[src/core/msio_pkg.sv]
// Package of constants and types for the shift, port and reset block
// Notes on behaviour
// - Right variants decoded from instruction bits 2..0
// - Left variants decoded from instruction bits 2..0
// - Shifts rewrite one register and update flags
// - Input loads input bus into register, flags kept
// - Port address from constant or another register
// - Output drives source register onto output bus
// - Far logic presents data for decoded select
// - Far logic captures output on write strobe
// - Read strobe every input; far may ignore
// - Port select set at end of first cycle, stable through second
// - Write strobe only in second cycle
// - Read strobe second cycle, marks capture edge
// - Select and strobe paths both single-cycle constrained
// - Internal reset controller plus user reset
// - Reset sampled synchronously, release filtered
// - Reset may be tied low; filter still runs
// - Every instruction takes two clock cycles
package msio_pkg;
  localparam int DATA_W    = 8;
  localparam int PORT_W    = 8;
  localparam int INSTR_W   = 16;
  localparam int REG_CNT   = 16;
  localparam int REG_AW    = 4;
  localparam int RST_FILT  = 4;
  // Instruction field positions
  localparam int OPC_HI    = 15;
  localparam int OPC_LO    = 12;
  localparam int DST_HI    = 11;
  localparam int DST_LO    = 8;
  localparam int SRC_HI    = 7;
  localparam int SRC_LO    = 4;
  localparam int DIR_BIT   = 3;
  localparam int VAR_HI    = 2;
  // Opcode encodings
  localparam logic [3:0] OPC_SHIFT   = 4'hd;
  localparam logic [3:0] OPC_IN_K    = 4'ha;
  localparam logic [3:0] OPC_IN_R    = 4'hb;
  localparam logic [3:0] OPC_OUT_K   = 4'he;
  localparam logic [3:0] OPC_OUT_R   = 4'hf;
  // Shift variant codes in bits 2..0
  localparam logic [2:0] VAR_ZERO    = 3'h6;
  localparam logic [2:0] VAR_ONE     = 3'h7;
  localparam logic [2:0] VAR_EXT_R   = 3'h2;
  localparam logic [2:0] VAR_EXT_L   = 3'h4;
  localparam logic [2:0] VAR_CARRY   = 3'h0;
  localparam logic [2:0] VAR_ROT_R   = 3'h4;
  localparam logic [2:0] VAR_ROT_L   = 3'h2;
  localparam logic [7:0] RST_DATA    = 8'h00;
  typedef enum logic {PH_FETCH, PH_EXEC} msio_phase_t;
endpackage

[src/core/msio_if.sv]
// Interface joining the core port side and the user port logic
`timescale 1ns/100ps
interface msio_if;
  import msio_pkg::*;
  logic [PORT_W-1:0] port_select;
  logic [DATA_W-1:0] in_bus;
  logic [DATA_W-1:0] out_bus;
  logic              read_strobe;
  logic              write_strobe;
  modport core (output port_select, output out_bus, output read_strobe,
                output write_strobe, input in_bus);
  modport user (input port_select, input out_bus, input read_strobe,
                input write_strobe, output in_bus);
endinterface

[src/core/msio_core.sv]
// Core end: shift/rotate execution, port input/output and reset filter
`timescale 1ns/100ps
module msio_core (
  input  wire logic                          i_clk_sys,
  input  wire logic                          i_rst,
  input  wire logic [msio_pkg::INSTR_W-1:0]  i_instr,
  msio_if.core                               port,
  output logic                               o_instr_taken,
  output logic                               o_carry,
  output logic                               o_zero,
  output logic                               o_int_rst
);
  import msio_pkg::*;

  logic [DATA_W-1:0] regs_r [REG_CNT];
  logic [RST_FILT-1:0] filt_r = '1;
  logic               rst_s1_r;
  logic               rst_s2_r;
  logic               int_rst;
  msio_phase_t        phase_r;
  logic [INSTR_W-1:0] ir_r;
  logic [DATA_W-1:0]  shift_nxt;
  logic               cy_nxt;
  logic               fill;

  ////////////////////////////////////////////////////////////////////
  // Reset conditioning: two-flop sampling, then a shift filter that
  // holds internal reset for RST_FILT cycles after release. The filter
  // starts full, so a tied-low input still gives a power-up reset.
  always_ff @(posedge i_clk_sys) begin
    rst_s1_r <= i_rst;
    rst_s2_r <= rst_s1_r;
  end

  always_ff @(posedge i_clk_sys) begin
    if (i_rst || rst_s2_r) begin
      filt_r <= '1;
    end else begin
      filt_r <= {filt_r[RST_FILT-2:0], 1'b0};
    end
  end

  assign int_rst = filt_r[RST_FILT-1];
  always_ff @(posedge i_clk_sys) begin
    o_int_rst <= int_rst;
  end

  ////////////////////////////////////////////////////////////////////
  // Two-phase sequencer: instruction latched in fetch, acted on in exec.
  // Unknown opcodes still spend both cycles, so program timing is fixed.
  always_ff @(posedge i_clk_sys) begin
    if (int_rst) begin
      phase_r <= PH_FETCH;
    end else begin
      case (phase_r)
        PH_FETCH: begin
          phase_r <= PH_EXEC;
        end
        PH_EXEC: begin
          phase_r <= PH_FETCH;
        end
        default: begin
          phase_r <= PH_FETCH;
        end
      endcase
    end
  end

  always_ff @(posedge i_clk_sys) begin
    if (int_rst) begin
      ir_r <= '0;
    end else if (phase_r == PH_FETCH) begin
      ir_r <= i_instr;
    end
  end

  always_ff @(posedge i_clk_sys) begin
    if (int_rst) begin
      o_instr_taken <= 1'b0;
    end else begin
      o_instr_taken <= (phase_r == PH_FETCH);
    end
  end

  function automatic logic is_opc(input logic [INSTR_W-1:0] ins, input logic [3:0] opc);
    return ins[OPC_HI:OPC_LO] == opc;
  endfunction

  function automatic logic is_in_op(input logic [INSTR_W-1:0] ins);
    return is_opc(ins, OPC_IN_K) || is_opc(ins, OPC_IN_R);
  endfunction

  function automatic logic is_out_op(input logic [INSTR_W-1:0] ins);
    return is_opc(ins, OPC_OUT_K) || is_opc(ins, OPC_OUT_R);
  endfunction

  // Indirect forms take the port number from the register in the source field
  function automatic logic is_indirect(input logic [INSTR_W-1:0] ins);
    return is_opc(ins, OPC_IN_R) || is_opc(ins, OPC_OUT_R);
  endfunction

  ////////////////////////////////////////////////////////////////////
  // Shift and rotate datapath
  always_comb begin
    logic [DATA_W-1:0] op;
    op        = regs_r[ir_r[DST_HI:DST_LO]];
    fill      = 1'b0;
    shift_nxt = op;
    cy_nxt    = o_carry;
    if (ir_r[DIR_BIT]) begin
      cy_nxt = op[0];
      case (ir_r[VAR_HI:0])
        VAR_ZERO:  fill = 1'b0;
        VAR_ONE:   fill = 1'b1;
        VAR_EXT_R: fill = op[DATA_W-1];
        VAR_CARRY: fill = o_carry;
        VAR_ROT_R: fill = op[0];
        default:   fill = 1'b0;
      endcase
      shift_nxt = {fill, op[DATA_W-1:1]};
    end else begin
      cy_nxt = op[DATA_W-1];
      case (ir_r[VAR_HI:0])
        VAR_ZERO:  fill = 1'b0;
        VAR_ONE:   fill = 1'b1;
        VAR_EXT_L: fill = op[0];
        VAR_CARRY: fill = o_carry;
        VAR_ROT_L: fill = op[DATA_W-1];
        default:   fill = 1'b0;
      endcase
      shift_nxt = {op[DATA_W-2:0], fill};
    end
  end

  ////////////////////////////////////////////////////////////////////
  // Register file writes: only the named register changes
  always_ff @(posedge i_clk_sys) begin
    if (int_rst) begin
      for (int i = 0; i < REG_CNT; i++) begin
        regs_r[i] <= RST_DATA;
      end
    end else if (phase_r == PH_EXEC) begin
      if (is_opc(ir_r, OPC_SHIFT)) begin
        regs_r[ir_r[DST_HI:DST_LO]] <= shift_nxt;
      end else if (is_in_op(ir_r)) begin
        regs_r[ir_r[DST_HI:DST_LO]] <= port.in_bus;
      end
    end
  end

  // Flags move on shifts only; port operations leave them alone
  always_ff @(posedge i_clk_sys) begin
    if (int_rst) begin
      o_carry <= 1'b0;
    end else if (phase_r == PH_EXEC && is_opc(ir_r, OPC_SHIFT)) begin
      o_carry <= cy_nxt;
    end
  end

  always_ff @(posedge i_clk_sys) begin
    if (int_rst) begin
      o_zero <= 1'b0;
    end else if (phase_r == PH_EXEC && is_opc(ir_r, OPC_SHIFT)) begin
      o_zero <= (shift_nxt == '0);
    end
  end

  ////////////////////////////////////////////////////////////////////
  // Port side. Select and data are set at the fetch edge and held until
  // the next port instruction; set on the same edge as the strobes, so user decode gets one cycle too.
  always_ff @(posedge i_clk_sys) begin
    if (int_rst) begin
      port.port_select <= '0;
    end else if (phase_r == PH_FETCH) begin
      if (is_indirect(i_instr)) begin
        port.port_select <= regs_r[i_instr[SRC_HI:SRC_LO]];
      end else if (is_in_op(i_instr) || is_out_op(i_instr)) begin
        port.port_select <= i_instr[PORT_W-1:0];
      end
    end
  end

  always_ff @(posedge i_clk_sys) begin
    if (int_rst) begin
      port.out_bus <= '0;
    end else if (phase_r == PH_FETCH && is_out_op(i_instr)) begin
      port.out_bus <= regs_r[i_instr[DST_HI:DST_LO]];
    end
  end

  // Strobes rise at the fetch edge so they sit in the exec cycle; the read
  // strobe thus ends on the very edge that loads the register.
  always_ff @(posedge i_clk_sys) begin
    if (int_rst) begin
      port.read_strobe <= 1'b0;
    end else begin
      port.read_strobe <= (phase_r == PH_FETCH) && is_in_op(i_instr);
    end
  end

  always_ff @(posedge i_clk_sys) begin
    if (int_rst) begin
      port.write_strobe <= 1'b0;
    end else begin
      port.write_strobe <= (phase_r == PH_FETCH) && is_out_op(i_instr);
    end
  end
endmodule // msio_core

[src/flat_wrapper.sv]
// flat-port wrapper written by rule: the top's interface ports become plain ports
module msio_core_flat import msio_pkg::*;
  (i_clk_sys, i_rst, i_instr, o_instr_taken, o_carry, o_zero, o_int_rst, port_port_select, port_out_bus, port_read_strobe, port_write_strobe, port_in_bus);
  msio_if port_i ();
  input  wire logic i_clk_sys;
  input  wire logic i_rst;
  input  wire logic [msio_pkg::INSTR_W-1:0] i_instr;
  output logic o_instr_taken;
  output logic o_carry;
  output logic o_zero;
  output logic o_int_rst;
  output wire logic [$bits(port_i.port_select)-1:0] port_port_select;
  output wire logic [$bits(port_i.out_bus)-1:0] port_out_bus;
  output wire logic [$bits(port_i.read_strobe)-1:0] port_read_strobe;
  output wire logic [$bits(port_i.write_strobe)-1:0] port_write_strobe;
  input wire logic [$bits(port_i.in_bus)-1:0] port_in_bus;
  assign port_port_select = port_i.port_select;
  assign port_out_bus = port_i.out_bus;
  assign port_read_strobe = port_i.read_strobe;
  assign port_write_strobe = port_i.write_strobe;
  assign port_i.in_bus = port_in_bus;
  msio_core u_core (.i_clk_sys(i_clk_sys), .i_rst(i_rst), .i_instr(i_instr), .port(port_i), .o_instr_taken(o_instr_taken), .o_carry(o_carry), .o_zero(o_zero), .o_int_rst(o_int_rst));
endmodule
[config.mk]
export PLATFORM = sky130hd
export DESIGN_NAME = msio_core_flat
export DESIGN_NICKNAME = d
export VERILOG_FILES = /design/src/core/msio_pkg.sv /design/src/core/msio_if.sv /design/src/core/msio_core.sv /design/src/flat_wrapper.sv
export SDC_FILE = /design/constraint.sdc
export NUM_CORES = 1
export LEC_CHECK = 0
export BUFFER_PORTS_ARGS = -buffer_cell sky130_fd_sc_hd__buf_4
export CAP_MARGIN = 20
export CORE_UTILIZATION = 55
export CTS_CLUSTER_SIZE = 24
export DETAILED_ROUTE_END_ITERATION = 6
export GPL_ROUTABILITY_DRIVEN = 0
export PLACE_DENSITY = 0.82
export SYNTH_ARGS = -nofsm -noshare
export SYNTH_HDL_FRONTEND = slang
export SYNTH_SLANG_ARGS = --single-unit
export TNS_END_PERCENT = 10
[constraint.sdc]
create_clock -name i_clk_sys -period 3.6 [get_ports i_clk_sys]
set_input_delay 0.9 -clock i_clk_sys [delete_from_list [all_inputs] [get_ports i_clk_sys]]
set_output_delay 0.9 -clock i_clk_sys [all_outputs]
set_load 0.02 [all_outputs]
==> results of run 1 <==
==> routing by layer <==
metal,part of all wire (%),vias to the layer above
met1,33,3435
met3,14,146
met5,0,-
li1,-,2797
met2,47,703
met4,6.2,0
==> worst reg2reg max path, cell delays in order, from the launching register on <==
cell,delay (ps)
dfxtp_1,340
nand2_1,150
or4_1,640
a211oi_2,500
nand2_1,530
nand2b_1,670
==> synthesized netlist by cell type (12+ instances only) <==
library cell and n:
mux2i_1 27, a211oi_1 20, nand2b_1 18, buf_2 14, clkbuf_1 32, mux4_2 108, a21oi_1 12, nand2_1 43
dfxtp_1 44, a211oi_2 21, edfxtp_1 128, nor2_1 119
==> registers in the layout (all words and copies together), names as in the netlist, named ones only <==
name / cells
u_core.regs_r: 128
u_core.o_zero: 1
u_core.rst_s1_r: 1
u_core.port.read_strobe: 1
u_core.o_carry: 1
u_core.port.out_bus: 8
u_core.port.write_strobe: 1
u_core.o_instr_taken: 1
u_core.o_int_rst: 1
u_core.ir_r: 12
u_core.rst_s2_r: 1
u_core.port.port_select: 8
u_core.filt_r: 4
==> power breakdown <==
part / switching (mW) / internal (mW)
sequential: 0.00677 / 2.11
clock: 0.830 / 0.961
combinational: 0.0910 / 0.0720
total: 0.928 / 3.14
==> logic make-up (layout without fill, tap and decap cells) <==
kind of cell | Yosys count | count (layout) | synth area share [%]
and+or+nand+nor | 226 | 226 | 10.5
muxes | 145 | 145 | 29.4
DFF | 172 | 172 | 48.6
buffers and inverters | 65 | 110 | 3.60
AOI/OAI and AO/OA | 87 | 87 | 7.85
==> through the flow <==
step	hold slack [ps]	utilization [%]	cell area, µm²	total power, mW	worst slack, ps
floorplan	310	-	9720	2.26	808
global placement	312	59.2	10200	2.32	617
detailed placement	317	59.2	10200	2.32	550
CTS	333	62.4	10800	4.05	522
global route	345	62.4	10800	4.14	336
finish	332	62.4	10800	4.07	406
==> cell type report <==
class / instances / area [µm²]
repair buffers: 73 / 561
flip-flops and latches: 172 / 4730
multi-input cells: 458 / 4640
clock inverters: 14 / 138
inverters: 6 / 22.5
well taps: 225 / 282
clock buffers: 17 / 425
fillers: 1215 / 6500
==> how the worst min path moves through the flow <==
stage | from | endpoint | depth (start not counted)
after global placement | u_core.rst_s1_r | u_core.rst_s2_r | 0
after floorplan | u_core.rst_s1_r | u_core.rst_s2_r | 0
after CTS | u_core.rst_s1_r | u_core.rst_s2_r | 0
final | u_core.rst_s1_r | u_core.rst_s2_r | 0
after global routing | u_core.rst_s1_r | u_core.rst_s2_r | 0
after detailed placement | u_core.rst_s1_r | u_core.rst_s2_r | 0
==> results.tsv, run 1 <==
stage	metric	value	unit
grt	grt_pass1_vias	6815	
yosys	ys_ff_latch	172	
worst_setup_path	regToRegStartpoint	u_core.o_instr_taken	
yosys	syn_area_per_cell	14.0	µm²
floorplan	coreArea	17300	µm²
placement	portBuffers	47	
yosys	synth.area.top_cells	edfxtp_1 40%, mux4_2 25%, dfxtp_1 9.1%	
worst_setup_path	worstSetupEndpoint	u_core.regs_r[8][7]	
yosys	synthCells	695	
final_layout	drive_gt1_share	36.2	%
placement	dpl.hpwl	19.7	mm
pwr	power.density	377	nW/µm²
grt	gr-usage-met2	50.6	%
routing	vias	7081	
grt	grt_antenna_before_repair	0	
worst_setup_path	cp_slowest_cell	nand2b_1	
pwr	leakage	3.67	nW
grt	use_met1	41.6	%
clock_network	htreeDepth	4	
clock_network	cts_inserted_buffers	17	
grt	grt_overflow	0	
worst_setup_path	crit_path_start_kind	flop	
yosys	synthArstFlopShare	0	%
run_status	outcome	complete, no violations	
clock_network	cts-resized-gates	0	
grt	grt_util_all_layers	32.7	%
grt	met3_usage	9.12	%
clock_network	clkSlewWorstSetupHoldPaths	70	ps
routing	firstDrtPassIters	7	
floorplan	fp-row-count	48	
grt	grt_pass1_wl	42.5	mm
routing	drt_iter0_drc	1325	
sta	max_slew_margin	42.7	%
floorplan	die_x	135	µm
sta	finalHoldViolCount	0	
yosys	synth_top_area_share	39.5	%
sta	maxSlewViolCount	0	
yosys	synth.distinct_cells	55	
worst_setup_path	critPathKind	reg -> reg	
routing	via_per_inst	7.34	
routing	wirelength	28.1	mm
final_layout	nets	754	
clock_network	cts.hold.buffers_added	0	
sta	min_period	3190	ps
final_layout	final_common_cell	edfxtp_1	
sta	tightest_slew	860	ps
yosys	synth_area	9720	µm²
worst_setup_path	cp.arrival	3270	ps
floorplan	dieArea	18200	µm²
worst_setup_path	cp_common_cell	nand2_1	
clock_network	cts_tree	built	
final_layout	fin_cells	965	
worst_setup_path	ff2ff_setup_slack	410	ps
worst_setup_path	r2r_end	u_core.regs_r[8][7]	
floorplan	io_pins	48	
worst_setup_path	worst_setup_path_end_kind	flop	
floorplan	start_util	56.2	%
yosys	synth_edf_count	128	
sta	final.period_utilization	88.7	%
worst_setup_path	cp.required	3680	ps
yosys	synth-main-ff-cell	edfxtp_1	
worst_setup_path	crit_fanout	9	
job	cap_violations	0	
worst_hold_path	hold_class	reg -> reg	
worst_setup_path	critPathBufInv	0	
pwr	irDropWorstVdd	278	µV
sta	setup_tns	0	ps
floorplan	die_h	135	µm
sta	fmax	0.313	GHz
clock_network	clkSinkCount	172	
routing	ant_nets	0	
clock_network	post_cts_buffers	0	
routing	drc	0	
worst_setup_path	cp-startpoint	u_core.o_instr_taken	
yosys	ys_seq_area_share	48.6	%
worst_setup_path	path_cells	nand2_1 -> or4_1 -> a211oi_2 -> nand2_1 -> nand2b_1	
grt	grt_max_degree	34	
sta	finClkSkew	10.1	ps
final_layout	area_delta_synth_final	11.1	%
final_layout	insertedDiodeCount	0	
clock_network	clk_path_buf_depth	2	
yosys	yosysTopAreaCell	edfxtp_1	
grt	top_usage_layer	met2	
sta	grt_setup_unrepaired	no	
yosys	synth_fp_nets	721	
routing	post_drt_wl_per_cell	29.2	µm
worst_setup_path	worst-r2r-cell-count	5	
worst_setup_path	worstSetupPathDepth	5	
placement	placed_cells	934	
worst_setup_path	crit_family	simple AND/OR/NAND/NOR gates	
clock_network	clk_latency	450	ps
final_layout	final_cell_mix	128 x edfxtp_1, 119 x nor2_1, 108 x mux4_2, 72 x buf_4, 43 x nand2_1	
worst_setup_path	cpPeakStageDelay	670	ps
yosys	synth_warnings	0	
sta	setup_viol_count_final	0	
clock_network	root_buffer	clkbuf_16	
(Power assumes the default switching activity.)
==> run 2: changes to the inputs <==
--- a/config.mk
+++ b/config.mk
@@ -7,11 +7,11 @@
 export LEC_CHECK = 0
 export BUFFER_PORTS_ARGS = -buffer_cell sky130_fd_sc_hd__buf_4
 export CAP_MARGIN = 20
-export CORE_UTILIZATION = 55
+export CORE_UTILIZATION = 50
 export CTS_CLUSTER_SIZE = 24
 export DETAILED_ROUTE_END_ITERATION = 6
 export GPL_ROUTABILITY_DRIVEN = 0
-export PLACE_DENSITY = 0.82
+export PLACE_DENSITY = 0.76
 export SYNTH_ARGS = -nofsm -noshare
 export SYNTH_HDL_FRONTEND = slang
 export SYNTH_SLANG_ARGS = --single-unit
==> run 2 against run 1 <==
Final cell count grew 4.4%. Non-clock buffer count rose by 7. Hold slack worse by 3.8 ps. Clock power up 4%. Global-route usage shrank 2.7 points. Fmax decreased by 0.57%. Critical path type unchanged. Critical endpoint is now u_core.regs_r[4][6]. Largest power group unchanged. Highest routed layer unchanged.
==> results.tsv, run 2 (synthesized netlist as in run 1, its figures left out) <==
stage	metric	value	unit	change
clock_network	cts-resized-gates	0		unchanged
floorplan	io_pins	48		unchanged
final_layout	largest_register_ff_count	128		unchanged
routing	drt_iter0_drc	968		-27%
pwr	power.density	379	nW/µm²	+0.57%
worst_setup_path	worst-r2r-cell-count	6		+1
routing	firstDrtPassIters	7		unchanged
grt	gr-usage-met2	46.7	%	-3.9 points
worst_setup_path	critPathKind	reg -> reg		
sta	setup_tns	0	ps	unchanged
grt	grt_overflow	0		unchanged
routing	via_per_inst	6.95		-5.3%
pwr	irDropWorstVdd	330	µV	+19%
grt	grt_max_degree	50		+47%
grt	met3_usage	8.20	%	-0.92 points
final_layout	regMostFlops	u_core.regs_r		
sta	final.period_utilization	89.2	%	+0.51 points
routing	wirelength	28.6	mm	+1.6%
grt	grt_antenna_before_repair	0		unchanged
sta	finClkSkew	12.6	ps	+2.45 ps
final_layout	reg_top3	u_core.regs_r x128, u_core.ir_r x12		
clock_network	htreeDepth	4		unchanged
grt	grt_pass1_vias	6690		-1.8%
routing	ant_nets	0		unchanged
grt	use_met1	37.8	%	-3.8 points
worst_hold_path	hold_start	u_core.rst_s1_r		
sta	maxSlewViolCount	0		unchanged
routing	drc	0		unchanged
clock_network	cts_tree	built		
sta	min_period	3210	ps	+18.3 ps
clock_network	clk_path_buf_depth	2		unchanged
clock_network	clkSinkCount	172		unchanged
worst_hold_path	worstHoldEndpoint	u_core.rst_s2_r		
worst_setup_path	cp.arrival	3360	ps	+90 ps
clock_network	root_buffer	clkbuf_16		
placement	placed_area	10300	µm²	+0.94%
pwr	power.total	4.14	mW	+1.7%
floorplan	coreArea	18900	µm²	+9.2%
worst_hold_path	whs_path_depth	0		unchanged
placement	dpl.hpwl	20.1	mm	+2.4%
sta	finalHoldViolCount	0		unchanged
pwr	leakage	3.72	nW	+1.3%
worst_setup_path	r2r_end	u_core.regs_r[4][6]		
worst_setup_path	cp.required	3750	ps	+70 ps
final_layout	insertedDiodeCount	0		unchanged
final_layout	final_common_cell	edfxtp_1		
grt	grt_util_all_layers	30.0	%	-2.7 points
sta	grt_setup_unrepaired	no		
clock_network	cts.hold.buffers_added	0		unchanged
placement	portBuffers	47		unchanged
sta	setup_viol_count_final	0		unchanged
clock_network	clk_latency	440	ps	about the same
clock_network	clkSlewWorstSetupHoldPaths	60	ps	about the same
floorplan	die_h	141	µm	+4.8%
floorplan	start_util	51.4	%	-4.7 points
worst_setup_path	worst_setup_path_end_kind	flop		
final_layout	area_delta_synth_final	12.3	%	
job	cap_violations	0		unchanged
placement	pre_cts_slack	459	ps	-90.9 ps
final_layout	stdcell_area	10900	µm²	+1.1%
worst_setup_path	crit_fanout	16		+7
final_layout	drive_gt1_share	36.7	%	+0.46 points
worst_hold_path	hold_class	reg -> reg		
clock_network	post_cts_buffers	0		unchanged
grt	top_usage_layer	met2		
floorplan	dieArea	20000	µm²	+9.8%
worst_setup_path	crit_path_start_kind	flop		
run_status	outcome	complete, no violations		
sta	worst_slack	388	ps	-18.3 ps
floorplan	die_x	141	µm	+4.8%
sta	max_slew_margin	36.1	%	-6.5 points
clock_network	cts_inserted_buffers	17		unchanged
sta	fmax	0.311	GHz	-0.57%
routing	vias	7001		-1.1%
sta	tightest_slew	957	ps	+96.8 ps
grt	grt_pass1_wl	42.6	mm	+0.21%
routing	post_drt_wl_per_cell	28.4	µm	-2.6%
final_layout	nets	761		+0.93%
worst_setup_path	ff2ff_setup_slack	390	ps	-20 ps
final_layout	final_cell_mix	128 x edfxtp_1, 119 x nor2_1, 108 x mux4_2, 79 x buf_4, 43 x nand2_1		
floorplan	fp-row-count	50		+4.2%
[run 2: area by class of cell]
cell class | instances | area [µm²]
Timing Repair Buffer | 80 | 613
Inverter | 6 | 22.5
Clock inverter | 14 | 160
Fill cell | 1417 | 7980
Sequential cell | 172 | 4730
Multi-Input combinational cell | 458 | 4640
Tap cell | 260 | 325
Clock buffer | 17 | 425
[run 2: worst max-delay path by stage]
stage,start,endpoint,slack (ps),depth (start not counted)
after CTS,flop,u_core.regs_r[4][6],420,7
final,flop,u_core.regs_r[4][6],390,6
after detailed placement,flop,u_core.regs_r[4][6],460,7
after floorplan,i_instr[4],u_core.port.port_select[0],810,6
after global routing,flop,u_core.regs_r[4][6],290,7
after global placement,flop,u_core.regs_r[6][6],540,7
[run 2: stage by stage]
step                cells  hold WS, ps  util [%]
floorplan             695          310         -
global placement      976          313      54.7
detailed placement    976          312      54.7
CTS                  1007          328      57.8
global route         1007          337      57.8
finish               1007          328      57.8
[run 2: critical path, stage by stage, from the launching register on]
cell and delay, ps:
dfxtp_1 950, mux4_2 430, mux4_2 560, nand2_1 100, o21ai_1 120, mux2i_4 600
nor2_1 160
[run 2: layer usage]
layer,vias to the layer above,part of all wire (%)
li1,2821,-
met1,3448,34
met2,614,47
met3,118,13
met4,0,6.1
met5,-,0
[run 2: report_power, final]
part | internal [mW] | switching (mW)
Sequential | 2.11 | 0.00654
Combinational | 0.0726 | 0.0914
Clock | 1.03 | 0.825
Total | 3.21 | 0.923
